===== src/capture_compare_timer16_pkg.sv =====
// package for the 16-bit capture/compare timer
// assumes a 32-bit classic wishbone master, byte addressed, word aligned
package capture_compare_timer16_pkg;

    // ==========================================
    // register offsets (byte addresses)
    localparam logic [4:0] OFS_MODE_CONTROL = 5'h00;
    localparam logic [4:0] OFS_CAPTURE_COMPARE_CONTROL = 5'h04;
    localparam logic [4:0] OFS_OUTPUT_CONTROL = 5'h08;
    localparam logic [4:0] OFS_PRESCALER_MODE = 5'h0c;
    localparam logic [4:0] OFS_COUNTER = 5'h10;
    localparam logic [4:0] OFS_CC_FIRST = 5'h14;
    localparam logic [4:0] OFS_CC_SECOND = 5'h18;

    // ==========================================
    // field positions
    localparam int MODE_OVF_BIT = 0;
    localparam int MODE_OP_LO = 2;
    localparam int CRC_FIRST_CAPTURE = 0;
    localparam int CRC_FIRST_REVERSE_A = 1;
    localparam int CRC_SECOND_CAPTURE = 2;
    localparam int TOC_PIN_EN = 0;
    localparam int TOC_TOGGLE_FIRST = 1;
    localparam int TOC_LEVEL_RESET = 2;
    localparam int TOC_LEVEL_SET = 3;
    localparam int TOC_TOGGLE_SECOND = 4;
    localparam int PRM_CLK_LO = 0;
    localparam int PRM_EDGE_A_LO = 4;
    localparam int PRM_EDGE_B_LO = 6;

    // ==========================================
    // reset values
    localparam logic [2:0] RST_CRC = 3'h0;
    localparam logic [6:0] RST_TOC = 7'h00;
    localparam logic [7:0] RST_PRM = 8'h00;
    localparam logic [15:0] RST_WORD = 16'h0000;
    localparam logic [15:0] CNT_MAX = 16'hffff;

    // ==========================================
    // modes and edge encodings
    typedef enum logic [1:0] {
        MODE_STOP = 2'b00,
        MODE_FREE_RUN = 2'b01,
        MODE_CLEAR_ON_EDGE = 2'b10,
        MODE_CLEAR_ON_MATCH = 2'b11
    } op_mode_e;

    localparam logic [1:0] EDGE_FALL = 2'b00;
    localparam logic [1:0] EDGE_RISE = 2'b01;
    localparam logic [1:0] EDGE_BOTH = 2'b11;

    // ==========================================
    // carriers
    typedef struct packed {
        logic cyc;
        logic stb;
        logic we;
        logic [4:0] adr;
        logic [3:0] sel;
        logic [31:0] dat;
    } wb_req_s;

    typedef struct packed {
        op_mode_e mode;
        logic ovf;
        logic [2:0] crc;
        logic [6:0] toc;
        logic [7:0] prm;
        logic [15:0] cnt;
        logic [15:0] cc_first;
        logic [15:0] cc_second;
        logic lvl;
        logic pin;
        logic irq_first;
        logic irq_second;
        logic [2:0] div;
        logic a_s1;
        logic a_s2;
        logic a_s3;
        logic b_s1;
        logic b_s2;
        logic b_s3;
        logic ack;
        logic [31:0] dat;
    } timer_state_s;

endpackage


===== src/capture_compare_timer16.sv =====
// 16-bit up-counter with two capture/compare registers and one toggling output
// assumes a classic wishbone master on clk_i; trigger pins are asynchronous
`timescale 1ns/100ps

module capture_compare_timer16 (
    // clock, reset, enable
    input wire logic clk_i,
    input wire logic rst_i,
    input wire logic ce_i,
    // wishbone slave
    input wire capture_compare_timer16_pkg::wb_req_s wb_req_i,
    output logic wb_ack_o,
    output logic [31:0] wb_dat_o,
    // trigger pins
    input wire logic trigger_input_a_i,
    input wire logic trigger_input_b_i,
    // timer output and events
    output logic timer_output_pin_o,
    output logic first_match_capture_irq_o,
    output logic second_match_capture_irq_o
);
    import capture_compare_timer16_pkg::*;

    // ==========================================
    // functions
    function automatic logic edge_hit(input logic [1:0] es, input logic prev, input logic cur);
        logic hit;
        hit = 1'b0;
        case (es)
            EDGE_FALL: hit = prev & ~cur;
            EDGE_RISE: hit = ~prev & cur;
            EDGE_BOTH: hit = prev ^ cur;
            default: hit = 1'b0;
        endcase
        return hit;
    endfunction

    function automatic logic [15:0] byte_merge(input logic [15:0] old, input logic [31:0] d, input logic [3:0] sel);
        logic [15:0] m;
        m = old;
        if (sel[0]) begin
            m[7:0] = d[7:0];
        end
        if (sel[1]) begin
            m[15:8] = d[15:8];
        end
        return m;
    endfunction

    // ==========================================
    // state
    timer_state_s st_r;
    timer_state_s st_nxt;

    logic run;
    logic tick;
    logic [2:0] div_mask;
    logic [1:0] es_a;
    logic [1:0] es_a_rev;
    logic [1:0] es_b;
    logic a_valid;
    logic a_reverse;
    logic b_valid;
    logic cap_first;
    logic cap_second;
    logic match_first;
    logic match_second;
    logic bus_req;
    logic bus_wr;
    logic [31:0] rd_data;

    // ==========================================
    // count clock and events
    assign run = st_r.mode != MODE_STOP;
    always_comb begin
        case (st_r.prm[PRM_CLK_LO +: 2])
            2'b00: div_mask = 3'h0;
            2'b01: div_mask = 3'h1;
            2'b10: div_mask = 3'h3;
            default: div_mask = 3'h7;
        endcase
    end
    // prescaler runs free, so the first tick after start lands anywhere within one count clock
    assign tick = (st_r.div & div_mask) == div_mask;

    assign es_a = st_r.prm[PRM_EDGE_A_LO +: 2];
    assign es_b = st_r.prm[PRM_EDGE_B_LO +: 2];
    assign es_a_rev = {es_a[1], es_a[1] ? es_a[0] : ~es_a[0]};
    // pins are ignored while stopped
    assign a_valid = run & edge_hit(es_a, st_r.a_s3, st_r.a_s2);
    assign a_reverse = run & edge_hit(es_a_rev, st_r.a_s3, st_r.a_s2);
    assign b_valid = run & edge_hit(es_b, st_r.b_s3, st_r.b_s2);

    assign cap_first = st_r.crc[CRC_FIRST_CAPTURE] & (st_r.crc[CRC_FIRST_REVERSE_A] ? a_reverse : b_valid);
    assign cap_second = st_r.crc[CRC_SECOND_CAPTURE] & a_valid;
    assign match_first = run & tick & ~st_r.crc[CRC_FIRST_CAPTURE] & (st_r.cnt == st_r.cc_first);
    assign match_second = run & tick & ~st_r.crc[CRC_SECOND_CAPTURE] & (st_r.cnt == st_r.cc_second);

    // ==========================================
    // bus decode
    assign bus_req = wb_req_i.cyc & wb_req_i.stb;
    // a write takes effect at the edge where the master sees ack
    assign bus_wr = bus_req & st_r.ack & wb_req_i.we;

    always_comb begin
        rd_data = 32'h0000_0000;
        case (wb_req_i.adr)
            OFS_MODE_CONTROL: begin
                rd_data[MODE_OP_LO +: 2] = st_r.mode;
                rd_data[MODE_OVF_BIT] = st_r.ovf;
            end
            OFS_CAPTURE_COMPARE_CONTROL: rd_data[2:0] = st_r.crc;
            OFS_OUTPUT_CONTROL: rd_data[6:0] = st_r.toc;
            OFS_PRESCALER_MODE: rd_data[7:0] = st_r.prm;
            OFS_COUNTER: rd_data[15:0] = st_r.cnt;
            OFS_CC_FIRST: rd_data[15:0] = st_r.cc_first;
            OFS_CC_SECOND: rd_data[15:0] = st_r.cc_second;
            default: rd_data = 32'h0000_0000;
        endcase
    end

    // ==========================================
    // next state
    always_comb begin
        st_nxt = st_r;
        st_nxt.div = st_r.div + 3'h1;
        st_nxt.a_s1 = trigger_input_a_i;
        st_nxt.a_s2 = st_r.a_s1;
        st_nxt.a_s3 = st_r.a_s2;
        st_nxt.b_s1 = trigger_input_b_i;
        st_nxt.b_s2 = st_r.b_s1;
        st_nxt.b_s3 = st_r.b_s2;
        st_nxt.irq_first = 1'b0;
        st_nxt.irq_second = 1'b0;
        st_nxt.ack = bus_req & ~st_r.ack;
        if (bus_req & ~st_r.ack) begin
            st_nxt.dat = rd_data;
        end
        // software writes first so that hardware events below win
        if (bus_wr) begin
            case (wb_req_i.adr)
                OFS_MODE_CONTROL: begin
                    if (wb_req_i.sel[0]) begin
                        st_nxt.mode = op_mode_e'(wb_req_i.dat[MODE_OP_LO +: 2]);
                        st_nxt.ovf = wb_req_i.dat[MODE_OVF_BIT];
                    end
                end
                OFS_CAPTURE_COMPARE_CONTROL: begin
                    if (wb_req_i.sel[0]) begin
                        st_nxt.crc = wb_req_i.dat[2:0];
                    end
                end
                OFS_OUTPUT_CONTROL: begin
                    if (wb_req_i.sel[0]) begin
                        st_nxt.toc = wb_req_i.dat[6:0];
                    end
                end
                OFS_PRESCALER_MODE: begin
                    if (wb_req_i.sel[0]) begin
                        st_nxt.prm = wb_req_i.dat[7:0];
                    end
                end
                OFS_CC_FIRST: st_nxt.cc_first = byte_merge(st_r.cc_first, wb_req_i.dat, wb_req_i.sel);
                OFS_CC_SECOND: st_nxt.cc_second = byte_merge(st_r.cc_second, wb_req_i.dat, wb_req_i.sel);
                default: st_nxt.dat = st_nxt.dat;
            endcase
        end
        if (!run) begin
            // stopped counter holds at zero; level bits drive the output
            st_nxt.cnt = RST_WORD;
            case ({st_r.toc[TOC_LEVEL_SET], st_r.toc[TOC_LEVEL_RESET]})
                2'b01: st_nxt.lvl = 1'b0;
                2'b10: st_nxt.lvl = 1'b1;
                default: st_nxt.lvl = st_r.lvl;
            endcase
        end else begin
            // level is carried into the running mode unchanged
            if (tick) begin
                st_nxt.cnt = st_r.cnt + 16'h0001;
                if (st_r.cnt == CNT_MAX) begin
                    st_nxt.ovf = 1'b1;
                end
            end
            if (match_first) begin
                st_nxt.irq_first = 1'b1;
                if (st_r.toc[TOC_TOGGLE_FIRST]) begin
                    st_nxt.lvl = ~st_nxt.lvl;
                end
                if (st_r.mode == MODE_CLEAR_ON_MATCH) begin
                    st_nxt.cnt = RST_WORD;
                    if (st_r.cc_first == CNT_MAX) begin
                        st_nxt.ovf = 1'b1;
                    end
                end
            end
            if (match_second) begin
                st_nxt.irq_second = 1'b1;
                if (st_r.toc[TOC_TOGGLE_SECOND]) begin
                    st_nxt.lvl = ~st_nxt.lvl;
                end
            end
            if (cap_second) begin
                st_nxt.cc_second = st_r.cnt;
                st_nxt.irq_second = 1'b1;
            end
            if (a_valid && st_r.mode == MODE_CLEAR_ON_EDGE) begin
                st_nxt.cnt = RST_WORD;
            end
            if (cap_first) begin
                // a capture overrides a same-cycle write; a read in flight returns the value latched before the capture
                st_nxt.cc_first = st_r.cnt;
                st_nxt.irq_first = ~st_r.crc[CRC_FIRST_REVERSE_A];
            end
        end
        st_nxt.pin = st_r.toc[TOC_PIN_EN] & st_nxt.lvl;
    end

    always_ff @(posedge clk_i) begin
        if (rst_i) begin
            st_r <= '0;
            st_r.mode <= MODE_STOP;
            st_r.crc <= RST_CRC;
            st_r.toc <= RST_TOC;
            st_r.prm <= RST_PRM;
        end else if (ce_i) begin
            st_r <= st_nxt;
        end
    end

    assign wb_ack_o = st_r.ack;
    assign wb_dat_o = st_r.dat;
    assign timer_output_pin_o = st_r.pin;
    assign first_match_capture_irq_o = st_r.irq_first;
    assign second_match_capture_irq_o = st_r.irq_second;

    // ==========================================
    // assertions
    property p_cap_first;
        @(posedge clk_i) disable iff (rst_i) (ce_i && cap_first) |=> (st_r.cc_first == $past(st_r.cnt));
    endproperty
    a_cap_first: assert property (p_cap_first) else $error("first capture missed");

    property p_cap_second;
        @(posedge clk_i) disable iff (rst_i) (ce_i && cap_second) |=> (st_r.cc_second == $past(st_r.cnt)) && second_match_capture_irq_o;
    endproperty
    a_cap_second: assert property (p_cap_second) else $error("second capture missed");

    property p_rev_no_irq;
        @(posedge clk_i) disable iff (rst_i)
            (ce_i && run && st_r.crc[CRC_FIRST_CAPTURE] && st_r.crc[CRC_FIRST_REVERSE_A]) |=> !first_match_capture_irq_o;
    endproperty
    a_rev_no_irq: assert property (p_rev_no_irq) else $error("irq on reverse capture");

    property p_no_toggle_second;
        @(posedge clk_i) disable iff (rst_i)
            (ce_i && match_second && !match_first && !st_r.toc[TOC_TOGGLE_SECOND]) |=> $stable(st_r.lvl);
    endproperty
    a_no_toggle_second: assert property (p_no_toggle_second) else $error("untimely toggle");

    property p_level_high;
        @(posedge clk_i) disable iff (rst_i)
            (ce_i && !run && st_r.toc[TOC_LEVEL_SET] && !st_r.toc[TOC_LEVEL_RESET]) |=> st_r.lvl;
    endproperty
    a_level_high: assert property (p_level_high) else $error("level set failed");

    property p_level_hold;
        @(posedge clk_i) disable iff (rst_i)
            (ce_i && !run && !st_r.toc[TOC_LEVEL_SET] && !st_r.toc[TOC_LEVEL_RESET]) |=> $stable(st_r.lvl);
    endproperty
    a_level_hold: assert property (p_level_hold) else $error("level not held");

    property p_toggle_first;
        @(posedge clk_i) disable iff (rst_i)
            (ce_i && match_first && !match_second && st_r.toc[TOC_TOGGLE_FIRST]) |=> (st_r.lvl != $past(st_r.lvl));
    endproperty
    a_toggle_first: assert property (p_toggle_first) else $error("first toggle missed");

    property p_ovf_match;
        @(posedge clk_i) disable iff (rst_i)
            (ce_i && match_first && st_r.mode == MODE_CLEAR_ON_MATCH && st_r.cc_first == CNT_MAX) |=> st_r.ovf && st_r.cnt == 16'h0000;
    endproperty
    a_ovf_match: assert property (p_ovf_match) else $error("overflow on clear missed");

    property p_edge_clear;
        @(posedge clk_i) disable iff (rst_i) (ce_i && a_valid && st_r.mode == MODE_CLEAR_ON_EDGE) |=> st_r.cnt == 16'h0000;
    endproperty
    a_edge_clear: assert property (p_edge_clear) else $error("edge clear missed");

    property p_count;
        @(posedge clk_i) disable iff (rst_i)
            (ce_i && run && tick && !match_first && !a_valid) |=> st_r.cnt == $past(st_r.cnt) + 16'h0001;
    endproperty
    a_count: assert property (p_count) else $error("count step wrong");

endmodule


===== config.mk =====
export PLATFORM = sky130hd
export DESIGN_NAME = capture_compare_timer16
export DESIGN_NICKNAME = d
export VERILOG_FILES = /design/src/capture_compare_timer16_pkg.sv /design/src/capture_compare_timer16.sv
export SDC_FILE = /design/constraint.sdc
export NUM_CORES = 1
export LEC_CHECK = 0
export BUFFER_PORTS_ARGS = -buffer_cell sky130_fd_sc_hd__buf_2
export CAP_MARGIN = 20
export CORE_ASPECT_RATIO = 1.4
export CORE_MARGIN = 5
export CORE_UTILIZATION = 40
export DETAILED_ROUTE_END_ITERATION = 10
export MAX_ROUTING_LAYER = met4
export PLACE_DENSITY = 0.64
export SYNTH_ARGS = -nofsm -noshare
export SYNTH_HDL_FRONTEND = slang
export SYNTH_SLANG_ARGS = --single-unit

===== constraint.sdc =====
create_clock -name clk_i -period 2.4 [get_ports clk_i]
set_input_delay 0.48 -clock clk_i [delete_from_list [all_inputs] [get_ports clk_i]]
set_output_delay 0.48 -clock clk_i [all_outputs]
set_load 0.005 [all_outputs]

==> flow_summary.ini <==
[run_status]
status = finished clean

[clock_tree]
post_cts_buffers = 0
cts_buffers = 9
clk_path_buf_depth = 2
clkLatencyLatePin_ns = 0.35
path_clk_slew_ns = 0.07
clock-sinks = 99
cts_tree = done
holdBufCountCts = 0
cts_root_buf = clkbuf_16
cts-htree-levels = 3

[final_layout]
nFillCells = 1398
layout-drive-gt1-share_pct = 21.2
diodes = 0
nNetsFinal = 794
area_growth_pct = 12.6
fin_util_pct = 46.2

[timing]
finClkSkew_ns = 0.0112
final.period_utilization_pct = 94.6
setup_viol = 0
max_freq_ghz = 0.440
rsz0062_at_grt = no
max_slew_margin_pct = 53.3
tightest_slew_ns = 0.701
layout_min_cycle_time_ns = 2.27
holdWs_ns = 0.383
slew_viol_final = 0
finalHoldViolCount = 0

[synth]
syn_area_sq_um = 5950
yosys_register_bits = 99
yosysSeqAreaShare_pct = 33.3
synth_area_per_cell_sq_um = 8.52
async_flop_share_pct = 0
yosysUniqueCellTypes = 68
synth_top_cell_by_area = dfxtp_1
synth.area.top_cells = dfxtp_1 33%, mux2i_1 9.3%, nor2_1 5.4%, buf_4 4.5%, a221oi_1 3.7%
yosysWarnings = 0
synth-edff-count = 0
netlist_instances = 698
netlist.area_leader.share_pct = 33.3
synth_ff_type = dfxtp_1

[floorplan]
die_w_um = 113
rows = 52
die-area_sq_um = 17400
ios = 85
core-area_sq_um = 14500
start_util_pct = 41.0
die_y_um = 154

[grt]
antenna_found_initial = 0
gr-total-overflow = 0
grt_max_degree = 54
grt_pass1_wl_um = 28400
track_usage_pct = 20.8
grt_pass1_vias = 5412

[pwr]
power_leakage_nw = 2.74
peakVddDrop_uv = 408
powerDensity_nw_per_um2 = 520

[detailed_routing]
wirelength_um = 17900
dr.pass1.iters = 6
wl_per_cell_um = 19.3
drt_iter0_drc = 418
vias = 5402
viasPerCell = 5.80
drc_errors = 0
ant_nets = 0

[setup_path]
ff2ff_path_depth = 8
crit_path_start_kind = register
end_kind = register
critPathRequiredTime_ns = 2.64
path_cells = xnor2_1 -> nand4_1 -> nand2b_1 -> o41ai_4 -> buf_12 -> nor4_1 -> buf_4 -> a31o_2
slowest_stage = o41ai_4
cp.arrival_ns = 2.51
worstSetupPathType = reg -> reg
cpPeakStageDelay_ns = 0.38
critPathMaxFanout = 26

[placed_design]
dpl.hpwl_um = 13400
io_buffers = 50
gp_congestion = 0.965

[min_path]
hold_path.class = in -> reg
hold_depth = 3

[flow_run]
max_cap_violations = 0
logic make-up (layout without fill, tap and decap cells):
logic type      after synthesis  in the layout  synth area share (%)
compound gates              139            139                  17.9
xor+xnor                     34             34                  5.26
fa+ha+maj                     7              7                  1.47
buf+inv                     117            146                  10.4
flops                        99             99                  33.3
mux                          61             61                  10.8
other cells                   1             16                0.0631
simple gates                240            240                  20.8
metrics by stage:
step | TNS, ns | power, W | std cells | area [sq um] | setup WS, ns
3_5_place_dp | -0.00781 | 0.00203 | 916 | 6380 | -0.00381
5_1_grt | 0 | 0.00359 | 931 | 6700 | 0.00825
2_1_floorplan | 0 | 0.00194 | 713 | 6000 | 0.323
6_report | 0 | 0.00348 | 931 | 6700 | 0.129
3_3_place_gp | 0 | 0.00203 | 916 | 6380 | 0.0507
4_1_cts | 0 | 0.00349 | 931 | 6680 | 0.0569
cell usage after synthesis, types with 16 or more instances:
master and number:
dfxtp_1 99, mux2i_1 55, a211oi_1 21, nor2_1 85
nor3_1 17, clkbuf_1 29, nand2_1 45, o22ai_1 16
buf_4 36, a221oi_1 25, xor2_1 24, inv_1 32
critical path: cells and delay by family, from the launching register on:
family                 cells  cell delay [ns]
AO/OA/AOI/OAI              2             0.60
XOR/XNOR                   1             0.26
buffers and inverters      2             0.37
flip-flops                 1             0.32
AND/OR/NAND/NOR            3             0.59
per-layer routing:
layer  track usage, %  up-vias  wire (um)
met1             23.6     2544       6990
met4             11.3        0        920
met2             35.1      261       8960
met5                -        -          0
li1                 -     2540          -
met3             2.93       57       1070
cell type report:
type / instances / area (sq um) / share of cell area [%]
timing repair buffer: 99 / 643 / 9.60
tap: 189 / 236 / 3.53
inverter: 32 / 120 / 1.79
clock buffer: 11 / 243 / 3.62
clock inverter: 4 / 51.3 / 0.766
multi-input combinational: 497 / 3420 / 51.1
sequential: 99 / 1980 / 29.6
state kept, by name, indices dropped and copies added, names as in the netlist:
register,flops
st_r,71
st_nxt,4
es_b,2
first_match_capture_irq_o,1
timer_output_pin_o,1
wb_ack_o,1
wb_dat_o,16
second_match_capture_irq_o,1
es_a,2
cell usage in the layout, fill, tap and decap left out, drive strengths merged, types with 8 or more instances in the layout:
cell type   n
a22oi       8
buf        99
inv        32
nor4       14
o22ai      16
nor3       18
conb       16
nand3      11
xor2       26
xnor2       8
dfxtp      99
a221oi     25
nor2       85
or2        16
o21ai      16
nand2      46
mux2i      55
nand4      10
clkbuf     11
a211oi     21
a21oi       9
final timing paths:
kind | start | end | slack (ns)
setup / recovery | st_r[63]$_SDFFE_PP0P_ | st_r[90]$_SDFFE_PP0P_ | 0.13
hold / removal | trigger_input_a_i | st_nxt[37]$_SDFFE_PP0P_ | 0.38
setup reg to reg | st_r[63]$_SDFFE_PP0P_ | st_r[90]$_SDFFE_PP0P_ | 0.13
hold reg to reg | first_match_capture_irq_o$_SDFFE_PP0P_ | first_match_capture_irq_o$_SDFFE_PP0P_ | 0.48
report_power, final:
part / switching [W] / leakage (nW) / internal (W) / total (W)
Combinational: 0.000205 / 1.79 / 0.000114 / 0.000319
Sequential: 0.0000198 / 0.800 / 0.00166 / 0.00168
Clock: 0.000645 / 0.142 / 0.000833 / 0.00148
what timing repair did:
action	CTS	global route
setup endpoints to repair	0	8
endpoints found under the hold margin	0	0
resized for setup	0	7
Note: power is estimated with default switching activity, not from simulation.
